==> config.mk <==
export PLATFORM = sky130hd
export DESIGN_NAME = trsm_top
export DESIGN_NICKNAME = d
export VERILOG_FILES = /design/src/logic/trsm_pkg.sv /design/src/logic/trsm_top.sv /design/src/logic/trsm_jitter.sv /design/src/logic/trsm_apb.sv
export SDC_FILE = /design/constraint.sdc
export NUM_CORES = 1
export LEC_CHECK = 0
export ABC_AREA = 1
export BUFFER_PORTS_ARGS = -buffer_cell sky130_fd_sc_hd__buf_2
export CORE_UTILIZATION = 50
export DETAILED_ROUTE_END_ITERATION = 12
export PLACE_DENSITY = 0.73
export SLEW_MARGIN = 20
export SYNTH_ARGS = -nofsm -noshare
export SYNTH_HDL_FRONTEND = slang
export SYNTH_SLANG_ARGS = --single-unit
==> constraint.sdc <==
create_clock -name sys_clk -period 2.65 [get_ports sys_clk]
set_clock_uncertainty 0.15 [all_clocks]
set_input_delay 0.53 -clock sys_clk [delete_from_list [all_inputs] [get_ports sys_clk]]
set_output_delay 0.53 -clock sys_clk [all_outputs]
set_load 0.03 [all_outputs]
==> src/logic/trsm_pkg.sv <==
package trsm_pkg;
   // *****************************
   // register map (byte addresses)
   // *****************************
   localparam logic [7:0] ADDR_STATE = 8'h00;
   localparam logic [7:0] ADDR_CONFIG = 8'h04;
   localparam logic [7:0] ADDR_UTC_OFFSET = 8'h08;
   localparam logic [7:0] ADDR_QUALITY = 8'h0C;
   localparam logic [7:0] ADDR_DRIFT = 8'h10;
   localparam logic [7:0] ADDR_IRQ_STATUS = 8'h14;
   localparam logic [7:0] ADDR_IRQ_ENABLE = 8'h18;
   localparam logic [7:0] ADDR_IRQ_CLEAR = 8'h1C;
   localparam logic [7:0] ADDR_OUT_CTRL = 8'h20;

   // *****************************
   // state word bit positions
   // *****************************
   localparam int BIT_UTC_INVALID = 7;
   localparam int BIT_JITTER = 6;
   localparam int BIT_LOCK = 5;
   localparam int BIT_TELEGRAM_ERR = 4;
   localparam int BIT_DATA_AVAIL = 3;
   localparam int BIT_CONFIG_INVALID = 2;
   localparam int BIT_PULSES_ON = 1;
   localparam int BIT_WARMED_UP = 0;

   // *****************************
   // configuration word fields
   // *****************************
   localparam int CFG_IGNORE_DOY = 3;
   localparam int CFG_IGNORE_QUALITY = 2;
   localparam int CFG_IGNORE_SYNC = 1;
   localparam int CFG_IEEE1344 = 0;
   localparam logic [7:0] CFG_USED_MASK = 8'h0F;
   localparam logic [7:0] CFG_DEFAULT = 8'h00;

   // *****************************
   // interrupt event positions
   // *****************************
   localparam int IRQ_TELEGRAM = 0;
   localparam int IRQ_JITTER = 1;
   localparam int IRQ_TELEGRAM_ERR = 2;
   localparam int IRQ_LOCK = 3;
   localparam int IRQ_WIDTH = 4;

   // *****************************
   // timing
   // *****************************
   localparam int CLK_MHZ = 200;
   localparam int JITTER_LIMIT_US = 100;
   localparam int JITTER_LIMIT_CYC = JITTER_LIMIT_US * CLK_MHZ;
   localparam int PERIOD_W = 32;

   typedef enum logic { // one bit, so both codes are legal modes
      TRSM_FREEWHEEL,
      TRSM_SYNC
   } trsm_mode_type;
endpackage

==> src/logic/trsm_top.sv <==
// The register addresses and the APB slave port were chosen for this implementation.
`timescale 1ns/10ps
module trsm_top #(
   parameter int PERIOD_W = trsm_pkg::PERIOD_W,
   parameter int JITTER_CYC = trsm_pkg::JITTER_LIMIT_CYC,
   parameter int OUT_NUM = 4
) (
   // clock and reset
   input wire logic sys_clk,
   input wire logic sys_rst,
   // apb slave
   input wire logic psel,
   input wire logic penable,
   input wire logic pwrite,
   input wire logic [7:0] paddr,
   input wire logic [31:0] pwdata,
   output logic [31:0] prdata,
   output logic pready,
   output logic pslverr,
   // decoder status inputs
   input wire logic telegramStrobe,
   input wire logic consistencyFail,
   input wire logic carrierPresent,
   input wire logic correctionSettled,
   input wire logic warmedUp,
   input wire logic utcChecksumBad,
   input wire logic configChecksumBad,
   input wire logic [7:0] qualityFigure,
   input wire logic [7:0] inputGain,
   input wire logic [15:0] oscDrift,
   // outputs
   output logic ppsEnable,
   output logic [OUT_NUM-1:0] outputRelease,
   output logic freewheel,
   output logic irq
);
   // *****************************
   // bus front end
   // *****************************
   logic wrStrobe;
   logic [7:0] regAddr;

   trsm_apb apbFront (
      .sys_clk(sys_clk),
      .sys_rst(sys_rst),
      .psel(psel),
      .penable(penable),
      .pwrite(pwrite),
      .paddr(paddr),
      .pready(pready),
      .pslverr(pslverr),
      .wrStrobe(wrStrobe),
      .rdStrobe(),
      .regAddr(regAddr)
   );

   // *****************************
   // jitter check
   // *****************************
   // the verdict needs three telegrams; before that jitter counts as in limit
   logic jitterValid, jitterExceeded;

   trsm_jitter #(
      .PERIOD_W(PERIOD_W),
      .LIMIT_CYC(JITTER_CYC)
   ) jitterCheck (
      .sys_clk(sys_clk),
      .sys_rst(sys_rst),
      .telegramStrobe(telegramStrobe),
      .jitterValid(jitterValid),
      .jitterExceeded(jitterExceeded)
   );

   // *****************************
   // registers
   // *****************************
   logic [7:0] stateQ;
   logic [7:0] configQ;
   logic [15:0] utcOffsetQ;
   logic utcInvalidQ, configInvalidQ;
   logic telegramErrQ, ppsQ, lockSeenQ;
   // event count, fixed by the interrupt status layout
   localparam int IRQ_W = trsm_pkg::IRQ_WIDTH;
   logic [IRQ_W-1:0] irqStatusQ, irqEnableQ;
   logic [OUT_NUM-1:0] outAlwaysQ, releaseQ;
   logic [31:0] prdataQ;
   logic irqQ;
   logic freewheelQ;
   trsm_pkg::trsm_mode_type modeQ, modeD;

   // true when the bus addresses the given register
   function automatic logic addrHit(input logic [7:0] addr, input logic [7:0] target);
      return addr == target;
   endfunction

   // a flag that is set now but was clear in the last state word
   function automatic logic newlySet(input logic nowVal, input logic wasVal);
      return nowVal && !wasVal;
   endfunction

   // write decode: writes act at the access edge, when pready is already high
   // the clear register has no storage; its strobe only masks status bits
   wire logic wrConfig = wrStrobe && addrHit(regAddr, trsm_pkg::ADDR_CONFIG);
   wire logic wrUtc = wrStrobe && addrHit(regAddr, trsm_pkg::ADDR_UTC_OFFSET);
   wire logic wrIrqEn = wrStrobe && addrHit(regAddr, trsm_pkg::ADDR_IRQ_ENABLE);
   wire logic wrIrqClr = wrStrobe && addrHit(regAddr, trsm_pkg::ADDR_IRQ_CLEAR);
   wire logic wrOutCtrl = wrStrobe && addrHit(regAddr, trsm_pkg::ADDR_OUT_CTRL);

   // *****************************
   // receiver mode decisions
   // *****************************
   wire logic ieeeOn = configQ[trsm_pkg::CFG_IEEE1344] && !configInvalidQ;
   wire logic utcBlocks = !ieeeOn && utcInvalidQ;
   wire logic jitterBad = jitterValid && jitterExceeded;
   wire logic badTelegram = telegramStrobe && consistencyFail;
   wire logic dataAvail = carrierPresent;
   // a telegram error stands until the next telegram, so re-sync takes
   // one clean telegram after the faulty one before it is accepted
   wire logic syncOk = dataAvail && !jitterBad && !telegramErrQ && !utcBlocks;
   wire logic lockNow = modeQ == trsm_pkg::TRSM_SYNC && correctionSettled;

   // freewheel whenever a fault stands, otherwise follow telegrams
   always_comb begin
      modeD = modeQ;
      unique case (modeQ)
         trsm_pkg::TRSM_FREEWHEEL: begin
            if (telegramStrobe && syncOk && !consistencyFail) begin
               modeD = trsm_pkg::TRSM_SYNC;
            end
         end
         trsm_pkg::TRSM_SYNC: begin
            if (!syncOk || badTelegram) begin
               modeD = trsm_pkg::TRSM_FREEWHEEL;
            end
         end
      endcase
   end

   // state word assembled from current flags
   logic [7:0] stateD;
   always_comb begin
      stateD = 8'h00;
      stateD[trsm_pkg::BIT_UTC_INVALID] = utcInvalidQ;
      stateD[trsm_pkg::BIT_JITTER] = jitterBad;
      stateD[trsm_pkg::BIT_LOCK] = lockNow;
      stateD[trsm_pkg::BIT_TELEGRAM_ERR] = telegramErrQ;
      stateD[trsm_pkg::BIT_DATA_AVAIL] = dataAvail;
      stateD[trsm_pkg::BIT_CONFIG_INVALID] = configInvalidQ;
      stateD[trsm_pkg::BIT_PULSES_ON] = ppsQ;
      stateD[trsm_pkg::BIT_WARMED_UP] = warmedUp;
   end

   // interrupt events; lock and jitter flags are edge-qualified so a standing fault raises one event
   wire logic [IRQ_W-1:0] irqEvent = {newlySet(lockNow, stateQ[trsm_pkg::BIT_LOCK]), badTelegram,
      newlySet(jitterBad, stateQ[trsm_pkg::BIT_JITTER]), telegramStrobe};

   // output release: always, or once synchronised and locked
   wire logic [OUT_NUM-1:0] releaseD = releaseQ | outAlwaysQ | {OUT_NUM{lockNow}};

   // *****************************
   // read data selection
   // *****************************
   // each register zero-extended to the bus width
   wire logic [31:0] rdState = {24'h000000, stateQ};
   wire logic [31:0] rdConfig = {24'h000000, configQ};
   wire logic [31:0] rdUtc = {16'h0000, utcOffsetQ};
   wire logic [31:0] rdQuality = {16'h0000, inputGain, qualityFigure};
   wire logic [31:0] rdDrift = {16'h0000, oscDrift};
   wire logic [31:0] rdIrqStatus = 32'(irqStatusQ);
   wire logic [31:0] rdIrqEnable = 32'(irqEnableQ);
   wire logic [31:0] rdOutCtrl = 32'(outAlwaysQ);

   // select by address; unmapped offsets and the write-only clear read as zero
   wire logic [31:0] rdData =
      addrHit(regAddr, trsm_pkg::ADDR_STATE) ? rdState :
      addrHit(regAddr, trsm_pkg::ADDR_CONFIG) ? rdConfig :
      addrHit(regAddr, trsm_pkg::ADDR_UTC_OFFSET) ? rdUtc :
      addrHit(regAddr, trsm_pkg::ADDR_QUALITY) ? rdQuality :
      addrHit(regAddr, trsm_pkg::ADDR_DRIFT) ? rdDrift :
      addrHit(regAddr, trsm_pkg::ADDR_IRQ_STATUS) ? rdIrqStatus :
      addrHit(regAddr, trsm_pkg::ADDR_IRQ_ENABLE) ? rdIrqEnable :
      addrHit(regAddr, trsm_pkg::ADDR_OUT_CTRL) ? rdOutCtrl :
      32'h0000_0000;

   // read data is captured at the setup edge so it stands through the access phase
   wire logic setupPhase = psel && !penable;

   // *****************************
   // status flags and mode
   // *****************************
   always_ff @(posedge sys_clk) begin
      if (sys_rst) begin
         modeQ <= trsm_pkg::TRSM_FREEWHEEL;
         freewheelQ <= 1'b1;
         stateQ <= 8'h00;
         utcInvalidQ <= 1'b0;
         configInvalidQ <= 1'b0;
         telegramErrQ <= 1'b0;
         ppsQ <= 1'b0;
         lockSeenQ <= 1'b0;
      end else begin
         modeQ <= modeD;
         // freewheel output registered from the next mode, so it tracks modeQ exactly
         freewheelQ <= modeD == trsm_pkg::TRSM_FREEWHEEL;
         stateQ <= stateD;
         // a checksum error wins over a software write in the same cycle
         if (utcChecksumBad) begin
            utcInvalidQ <= 1'b1;
         end else if (wrUtc) begin
            utcInvalidQ <= 1'b0;
         end
         if (configChecksumBad) begin
            configInvalidQ <= 1'b1;
         end else if (wrConfig) begin
            configInvalidQ <= 1'b0;
         end
         if (badTelegram) begin
            telegramErrQ <= 1'b1;
         end else if (telegramStrobe) begin
            telegramErrQ <= 1'b0;
         end
         if (lockNow && !lockSeenQ) begin
            ppsQ <= 1'b1;
            lockSeenQ <= 1'b1;
         end
      end
   end

   // *****************************
   // software registers
   // *****************************
   always_ff @(posedge sys_clk) begin
      if (sys_rst) begin
         configQ <= trsm_pkg::CFG_DEFAULT;
         utcOffsetQ <= 16'h0000;
         irqEnableQ <= '0;
         outAlwaysQ <= '0;
      end else begin
         if (configChecksumBad) begin
            configQ <= trsm_pkg::CFG_DEFAULT;
         end else if (wrConfig) begin
            configQ <= pwdata[7:0] & trsm_pkg::CFG_USED_MASK;
         end
         if (wrUtc) begin
            utcOffsetQ <= pwdata[15:0];
         end
         if (wrIrqEn) begin
            irqEnableQ <= pwdata[IRQ_W-1:0];
         end
         if (wrOutCtrl) begin
            outAlwaysQ <= pwdata[OUT_NUM-1:0];
         end
      end
   end

   // *****************************
   // interrupts, outputs, read data
   // *****************************
   always_ff @(posedge sys_clk) begin
      if (sys_rst) begin
         irqStatusQ <= '0;
         irqQ <= 1'b0;
         releaseQ <= '0;
         prdataQ <= 32'h0000_0000;
      end else begin
         irqStatusQ <= (irqStatusQ & ~(wrIrqClr ? pwdata[IRQ_W-1:0] : '0)) | irqEvent; // set wins
         irqQ <= |(irqStatusQ & irqEnableQ);
         releaseQ <= releaseD;
         if (setupPhase) begin
            prdataQ <= rdData;
         end
      end
   end

   assign prdata = prdataQ;
   assign ppsEnable = ppsQ;
   assign outputRelease = releaseQ;
   assign freewheel = freewheelQ;
   assign irq = irqQ;
endmodule

==> src/logic/trsm_jitter.sv <==
`timescale 1ns/10ps
// *****************************
// telegram period and jitter check
// *****************************
module trsm_jitter #(
   parameter int PERIOD_W = trsm_pkg::PERIOD_W,
   parameter int LIMIT_CYC = trsm_pkg::JITTER_LIMIT_CYC
) (
   // clock and reset
   input wire logic sys_clk,
   input wire logic sys_rst,
   // telegram boundary
   input wire logic telegramStrobe,
   // result
   output logic jitterValid,
   output logic jitterExceeded
);
   logic [PERIOD_W-1:0] countQ, countD;
   logic [PERIOD_W-1:0] lastPeriodQ;
   logic [1:0] seenQ;
   logic exceededQ;
   logic [PERIOD_W-1:0] diff;
   wire logic [PERIOD_W-1:0] limit = PERIOD_W'(LIMIT_CYC);

   // absolute difference between current and previous period
   assign diff = (countQ > lastPeriodQ) ? countQ - lastPeriodQ : lastPeriodQ - countQ;
   assign countD = telegramStrobe ? '0 : countQ + PERIOD_W'(1);
   assign jitterValid = seenQ[1];
   assign jitterExceeded = exceededQ;

   // period counter and comparison on each telegram from the third on
   always_ff @(posedge sys_clk) begin
      if (sys_rst) begin
         countQ <= '0;
         lastPeriodQ <= '0;
         seenQ <= 2'h0;
         exceededQ <= 1'b0;
      end else begin
         countQ <= countD;
         if (telegramStrobe) begin
            lastPeriodQ <= countQ;
            seenQ <= {seenQ[0], 1'b1};
            if (seenQ[1]) begin
               exceededQ <= diff > limit;
            end
         end
      end
   end
endmodule

==> src/logic/trsm_apb.sv <==
`timescale 1ns/10ps
// *****************************
// apb slave front end, zero wait state
// *****************************
module trsm_apb (
   // clock and reset
   input wire logic sys_clk,
   input wire logic sys_rst,
   // apb
   input wire logic psel,
   input wire logic penable,
   input wire logic pwrite,
   input wire logic [7:0] paddr,
   output logic pready,
   output logic pslverr,
   // register side
   output logic wrStrobe,
   output logic rdStrobe,
   output logic [7:0] regAddr
);
   wire logic access = psel && !penable;

   // answer in the access phase right after setup
   always_ff @(posedge sys_clk) begin
      if (sys_rst) begin
         pready <= 1'b0;
      end else begin
         pready <= access;
      end
   end

   assign pslverr = 1'b0;
   assign wrStrobe = psel && penable && pready && pwrite;
   assign rdStrobe = psel && penable && pready && !pwrite;
   assign regAddr = paddr;
endmodule

======== After elaboration in Yosys (flattened, before gate mapping) ========
Cells that the tools add are included.
cells by class
  $add $sub $neg .......................... 3
  $lt $le $gt $ge ......................... 2
  equal/unequal tests ..................... 8
  muxes and demuxes ....................... 19
  bitwise operators ....................... 8
  reductions and logical operators ........ 42
operators with widths
  cell                                                                     number
  16-bit 2-to-1 mux                                                        5
  32-bit subtractor                                                        2
  32-bit by 1-bit adder with 32-bit output (second input constant)         1
  8-bit by 5-bit equality test with 1-bit output (second input constant)   4
  32-bit by 15-bit > comparator with 1-bit output (second input constant)  1
  32-bit > comparator                                                      1
  32-bit 2-to-1 mux                                                        1
  1-bit logical AND                                                        22
  8-bit by 4-bit equality test with 1-bit output (second input constant)   2
  4-bit 2-to-1 mux                                                         4
  4-bit bitwise OR                                                         3
  1-bit logical NOT                                                        11
  4-bit AND                                                                2
  8-bit by 3-bit equality test with 1-bit output (second input constant)   1
  8-bit by 6-bit equality test with 1-bit output (second input constant)   1
  8-bit logical NOT                                                        1
  1-bit 2-to-1 mux                                                         8
  2-bit nonzero test                                                       3
  4-bit inverter                                                           1
  2-bit OR reduction                                                       2
  4-bit OR reduction                                                       1
  1-bit inverter                                                           2
  1-bit one-hot mux with 2 select lines                                    1
  2-bit AND reduction                                                      1
  1-bit logical OR                                                         1
storage, ports and cells
  bits in registers ....................... 151
  bits of input ports ..................... 84
  output and inout bits ................... 41
  word-level logic and storage cells ...... 102

======== Logic depth before layout (Yosys ltp) ========
  depth in word-level cells ............... 11
  gate-level depth with buffers ........... 25

======== Cells and area by module ========
A second synthesis with hierarchy kept.
second synthesis, totals
  cell total of the unflattened synthesis .. 1,758
  area, all modules ....................... 10,681.5 um2
by module, submodules not included
  module       times used  cells each  area each (um2)  sequential area each (um2)
  trsm_jitter  1           1,327       7,454.6          1,341.3
  trsm_top     1           414         3,110.5          1,341.3
  trsm_apb     1           17          116.4            20.0

======== Worst setup path before layout ========
No wires, ideal clock.
  path type ............................... register to register
  start point ............................. register jitterCheck.countQ[0]
  end point ............................... register jitterCheck.exceededQ, in the netlist jitterCheck.jitterExceeded
  arrival time ............................ 2,501 ps
  data required time ...................... 2,378 ps
  setup slack ............................. -123 ps
  stages on the path, launching flop included .. 23
  buffers on the path ..................... 1
  path through ............................ dfxtp_1 inv_1 ha_1 fa_1 inv_1 nand3_1 nand2_1 nand2_1 nand2_1 nand2_2 nand2_4 nand2_4 nand2_4 nand2_4 inv_2 buf_4 nand2_1 a21oi_1 nand2_1 nor2_1 nand2_1 nand2_1 a21oi_2
on the way
  cells in the longest elaborated chain, start to end .. 3
  elaborated cells on any way between the ends .. 5
  those cells by class .................... 2 x add/sub; 2 x order compare; 1 x mux
RTL lines
  what                                                             line               RTL
  start, declared                                                  trsm_jitter.sv:18  logic [PERIOD_W-1:0] countQ, countD;
  start signal, assigned                                           trsm_jitter.sv:39  countQ <= countD;
  32-bit subtractor / 32-bit > comparator (equally long branches)  trsm_jitter.sv:26  assign diff = (countQ > lastPeriodQ) ? countQ - lastPeriodQ : lastPeriodQ - countQ;
  32-bit 2-to-1 mux *                                              trsm_jitter.sv:26
  32-bit by 15-bit > comparator with 1-bit output *                trsm_jitter.sv:44  exceededQ <= diff > limit;
  end signal, assigned                                             trsm_jitter.sv:44
  end, declared                                                    trsm_jitter.sv:21  logic exceededQ;
Every way passes the cells marked *; elsewhere a longest branch is shown, timed or not.
A chain may end at the register's enable or synchronous reset.

======== Worst setup path in the final report ========
Same ends and word-level chain as after synthesis.

==> flow_metrics.py <==
metrics = {
    "run": {
        "drv_cap": 0,
    },
    "timing": {
        "fin_setup_tns_ns": -0.1433,
        "finalCriticalPeriod_ns": 2.793,
        "hold_violations": 0,
        "setup_viol": 1,
        "fin_ws_ns": -0.1433,
        "rsz0062_at_grt": "true",
        "worstMarginPinSlew_ns": 0.8130,
        "fmax_mhz": 358.0,
        "relSlewSlack": 0.4574,
        "drv_slew": 0,
        "fin_crit_sh": 1.054,
    },
    "floorplan": {
        "rows": 51,
        "start_util": 0.5176,
        "die_y_um": 145.1,
        "core-area_mm2": 0.01978,
        "io_pins": 125,
        "die_area_mm2": 0.02105,
        "die_x_um": 145.1,
    },
    "clock_tree": {
        "cts_buffers": 17,
        "cts.clk_slew.worst_paths_ns": 0.07,
        "clockBufferDepth": 2,
        "h-tree-depth": 4,
        "clk_latency_ns": 0.43,
        "cts_hold_buf": 0,
        "cts_tree": "built",
        "root_buffer": "clkbuf_16",
        "cts_sinks": 135,
    },
    "logic_synthesis": {
        "synth-seq-area-share": 0.2640,
        "synth_ff_type": "dfxtp_1",
        "ys_warn_count": 0,
        "synth-async-reset-ratio": 0,
        "ys_ff_latch": 135,
        "synth_edf_count": 0,
        "syn_area_per_cell_um2": 6.105,
        "synth_cells": 1677,
        "synth.distinct_cells": 52,
        "synthesis.area_mm2": 0.01024,
    },
    "setup_path": {
        "reg2reg_from": "jitterCheck.countQ[0]$_SDFF_PP0_",
        "path_common_cell": "nand2_2",
        "crit_chain": "inv_2, ha_4, fa_2, inv_2, nand3_2, nand2_2, nand2_2, nand2_2, nand2_2, nand2_4, nand2_4, nand2_8, nand2_8, buf_6, nand2_1, o21ai_2, nor2_1, nand2_1, nor2_2, nand2_1, nand2_1, nand2_2, a21oi_2",
        "max_stage_delay_ns": 0.34,
        "crit_fanout": 6,
        "start_kind": "register",
        "crit_type": "reg2reg",
        "rrSetupSlack_ns": -0.14,
        "critPathCaptureType": "register",
        "crit-reg2reg-capture": "jitterCheck.jitterExceeded$_SDFFE_PP0P_",
        "slowest_stage": "dfxtp_2",
        "reg2reg_depth": 23,
        "required_ns": 2.87,
        "cp.arrival_ns": 3.01,
    },
    "placement": {
        "dp_slack_ns": -0.3094,
        "hpwlAfterDp_um": 25490,
        "placed_area_mm2": 0.01252,
        "routabilityCongestion": 0.9565,
        "portBuffers": 91,
    },
    "grt": {
        "grt_pass1_wl_um": 52590,
        "grt_max_degree": 42,
        "grtUsageTotal": 0.3085,
        "antenna_found_initial": 0,
        "overflow": 0,
        "grt_pass1_vias": 11060,
    },
    "finish": {
        "final_area_mm2": 0.01376,
        "fin_nets": 2141,
        "fin_util": 0.6958,
        "mostFrequentLayoutCells": "469 x nand2_1, 261 x inv_1, 239 x buf_4",
        "diodes": 0,
        "area_growth_pct": 34.43,
        "drive_gt1_frac": 0.2505,
        "final_common_cell": "nand2_1",
    },
    "pwr": {
        "p_switching_uw": 1948,
        "p_per_area_mw_per_mm2": 442.2,
        "clockPowerShare": 0.386,
        "p_leak_uw": 0.006927,
        "ir_drop_mv": 0.4405,
        "combPwrFrac": 0.268,
        "sw_frac_of_total": 0.3201,
        "p_total_uw": 6086,
        "intPower_uw": 4137,
        "power_frac_seq": 0.346,
    },
    "min_path": {
        "hp-class": "in2reg",
        "whs_path_depth": 3,
        "hold_end": "stateQ[0]$_SDFF_PP0_",
        "min_from": "warmedUp",
    },
    "drt": {
        "via_per_inst": 5.161,
        "wl_met1_um": 14650,
        "drt_first_pass_iters": 6,
        "wl_per_cell_um": 14.76,
        "ant_nets": 0,
        "drt-initial-drc-count": 823,
        "drt_wl_total_um": 33500,
        "vias": 11710,
        "routed-wl-met2_um": 15970,
        "highest_layer": "met4",
        "wl_met3_um": 2060,
        "drc": 0,
    },
    "outcome": {
        "violations": "setup timing",
        "status": "finished, violations left",
    },
}
Yosys cell counts, types with 6 or more instances:
library cell,n,area share
o21a_1,6,0.0044
o21bai_1,7,0.0051
buf_2,9,0.0044
nand2_1,485,0.18
nor2_1,151,0.055
nor2_2,7,0.0043
dfxtp_1,135,0.26
o211ai_1,13,0.0095
nor4_1,7,0.0043
inv_2,6,0.0022
nand3b_1,9,0.0066
nand3_1,77,0.038
inv_1,265,0.097
nand2_2,9,0.0055
clkbuf_1,22,0.0081
buf_4,21,0.015
nor3_1,14,0.0068
xor2_1,26,0.022
o21ai_0,112,0.055
ha_1,64,0.078
a21oi_1,161,0.079
nand4_1,10,0.0061
through the flow:
stage / hold slack (ns) / std cells
2_1_floorplan: 0.2663 / 1693
3_3_place_gp: 0.2876 / 2223
3_5_place_dp: 0.2933 / 2223
4_1_cts: 0.1467 / 2264
5_1_grt: 0.1538 / 2269
6_report: 0.1603 / 2269
registers in the layout (all words and copies together), names as in the netlist, 2 cells and up:
signal                   cells
irqEnableQ                   4
utcOffsetQ                  16
stateQ                       8
configQ                      4
jitterCheck.seenQ            2
outputRelease                4
irqStatusQ                   4
jitterCheck.countQ          32
prdata                      16
jitterCheck.lastPeriodQ     32
outAlwaysQ                   4
layer usage:
layer | global-route usage | vias up
met5 | 0 | -
met4 | 0.1105 | 0
met3 | 0.04088 | 65
met2 | 0.5267 | 401
met1 | 0.3958 | 5336
li1 | - | 5909
cell families after synthesis:
group                      Yosys count  share of synthesized area
adders and majority gates           66                    0.08212
buffers and inverters              332                     0.1327
DFF                                135                     0.2640
and+or+nand+nor                    788                     0.3231
AOI/OAI and AO/OA                  325                     0.1721
other                                1                  0.0003663
xor gates and xnor gates            30                    0.02566
power by group through the flow:
| stage | Combinational (uW) | Sequential, uW | Clock [uW] |
|---|---|---|---|
| finish | 1630 | 2110 | 2350 |
| global route | 1810 | 2110 | 2450 |
| CTS | 1550 | 2100 | 2360 |
| detailed placement | 1510 | 2150 | 0 |
| global placement | 1490 | 2140 | 0 |
| floorplan | 923 | 2150 | 0 |
worst max-delay path: cells and delay by family, from the launching register on:
family / cells / cell delay (ns)
simple gates: 16 / 1.28
fa+ha+maj: 2 / 0.49
flops: 1 / 0.34
buf+inv: 3 / 0.27
compound gates: 2 / 0.20
worst max-delay path by stage:
stage                                             start                                 endpoint  cells past startpoint
6_report               jitterCheck.countQ[0]$_SDFF_PP0_  jitterCheck.jitterExceeded$_SDFFE_PP0P_                     23
5_1_grt        jitterCheck.lastPeriodQ[15]$_SDFFE_PP0P_  jitterCheck.jitterExceeded$_SDFFE_PP0P_                     18
4_1_cts        jitterCheck.lastPeriodQ[22]$_SDFFE_PP0P_  jitterCheck.jitterExceeded$_SDFFE_PP0P_                     20
3_5_place_dp           jitterCheck.countQ[0]$_SDFF_PP0_  jitterCheck.jitterExceeded$_SDFFE_PP0P_                     23
3_3_place_gp           jitterCheck.countQ[0]$_SDFF_PP0_  jitterCheck.jitterExceeded$_SDFFE_PP0P_                     23
2_1_floorplan          jitterCheck.countQ[0]$_SDFF_PP0_  jitterCheck.jitterExceeded$_SDFFE_PP0P_                     22
area by class of cell:
cell class                 count  area (um^2)
inverter                     273         1027
fill                        1720         6018
multi-input combinational   1227         6774
timing repair buffer         337         2340
clock buffer                  23        488.0
clock inverter                 9        90.09
sequential                   135         2713
tap                          265        331.6
what timing repair did:
item | 4_1_cts | 5_1_grt
endpoints found under the setup margin | 4 | 9
pin swaps | 20 | 26
resized for setup | 45 | 74
buffers inserted | 7 | 5
cloned | 2 | 0
(Power assumes the default switching activity.)
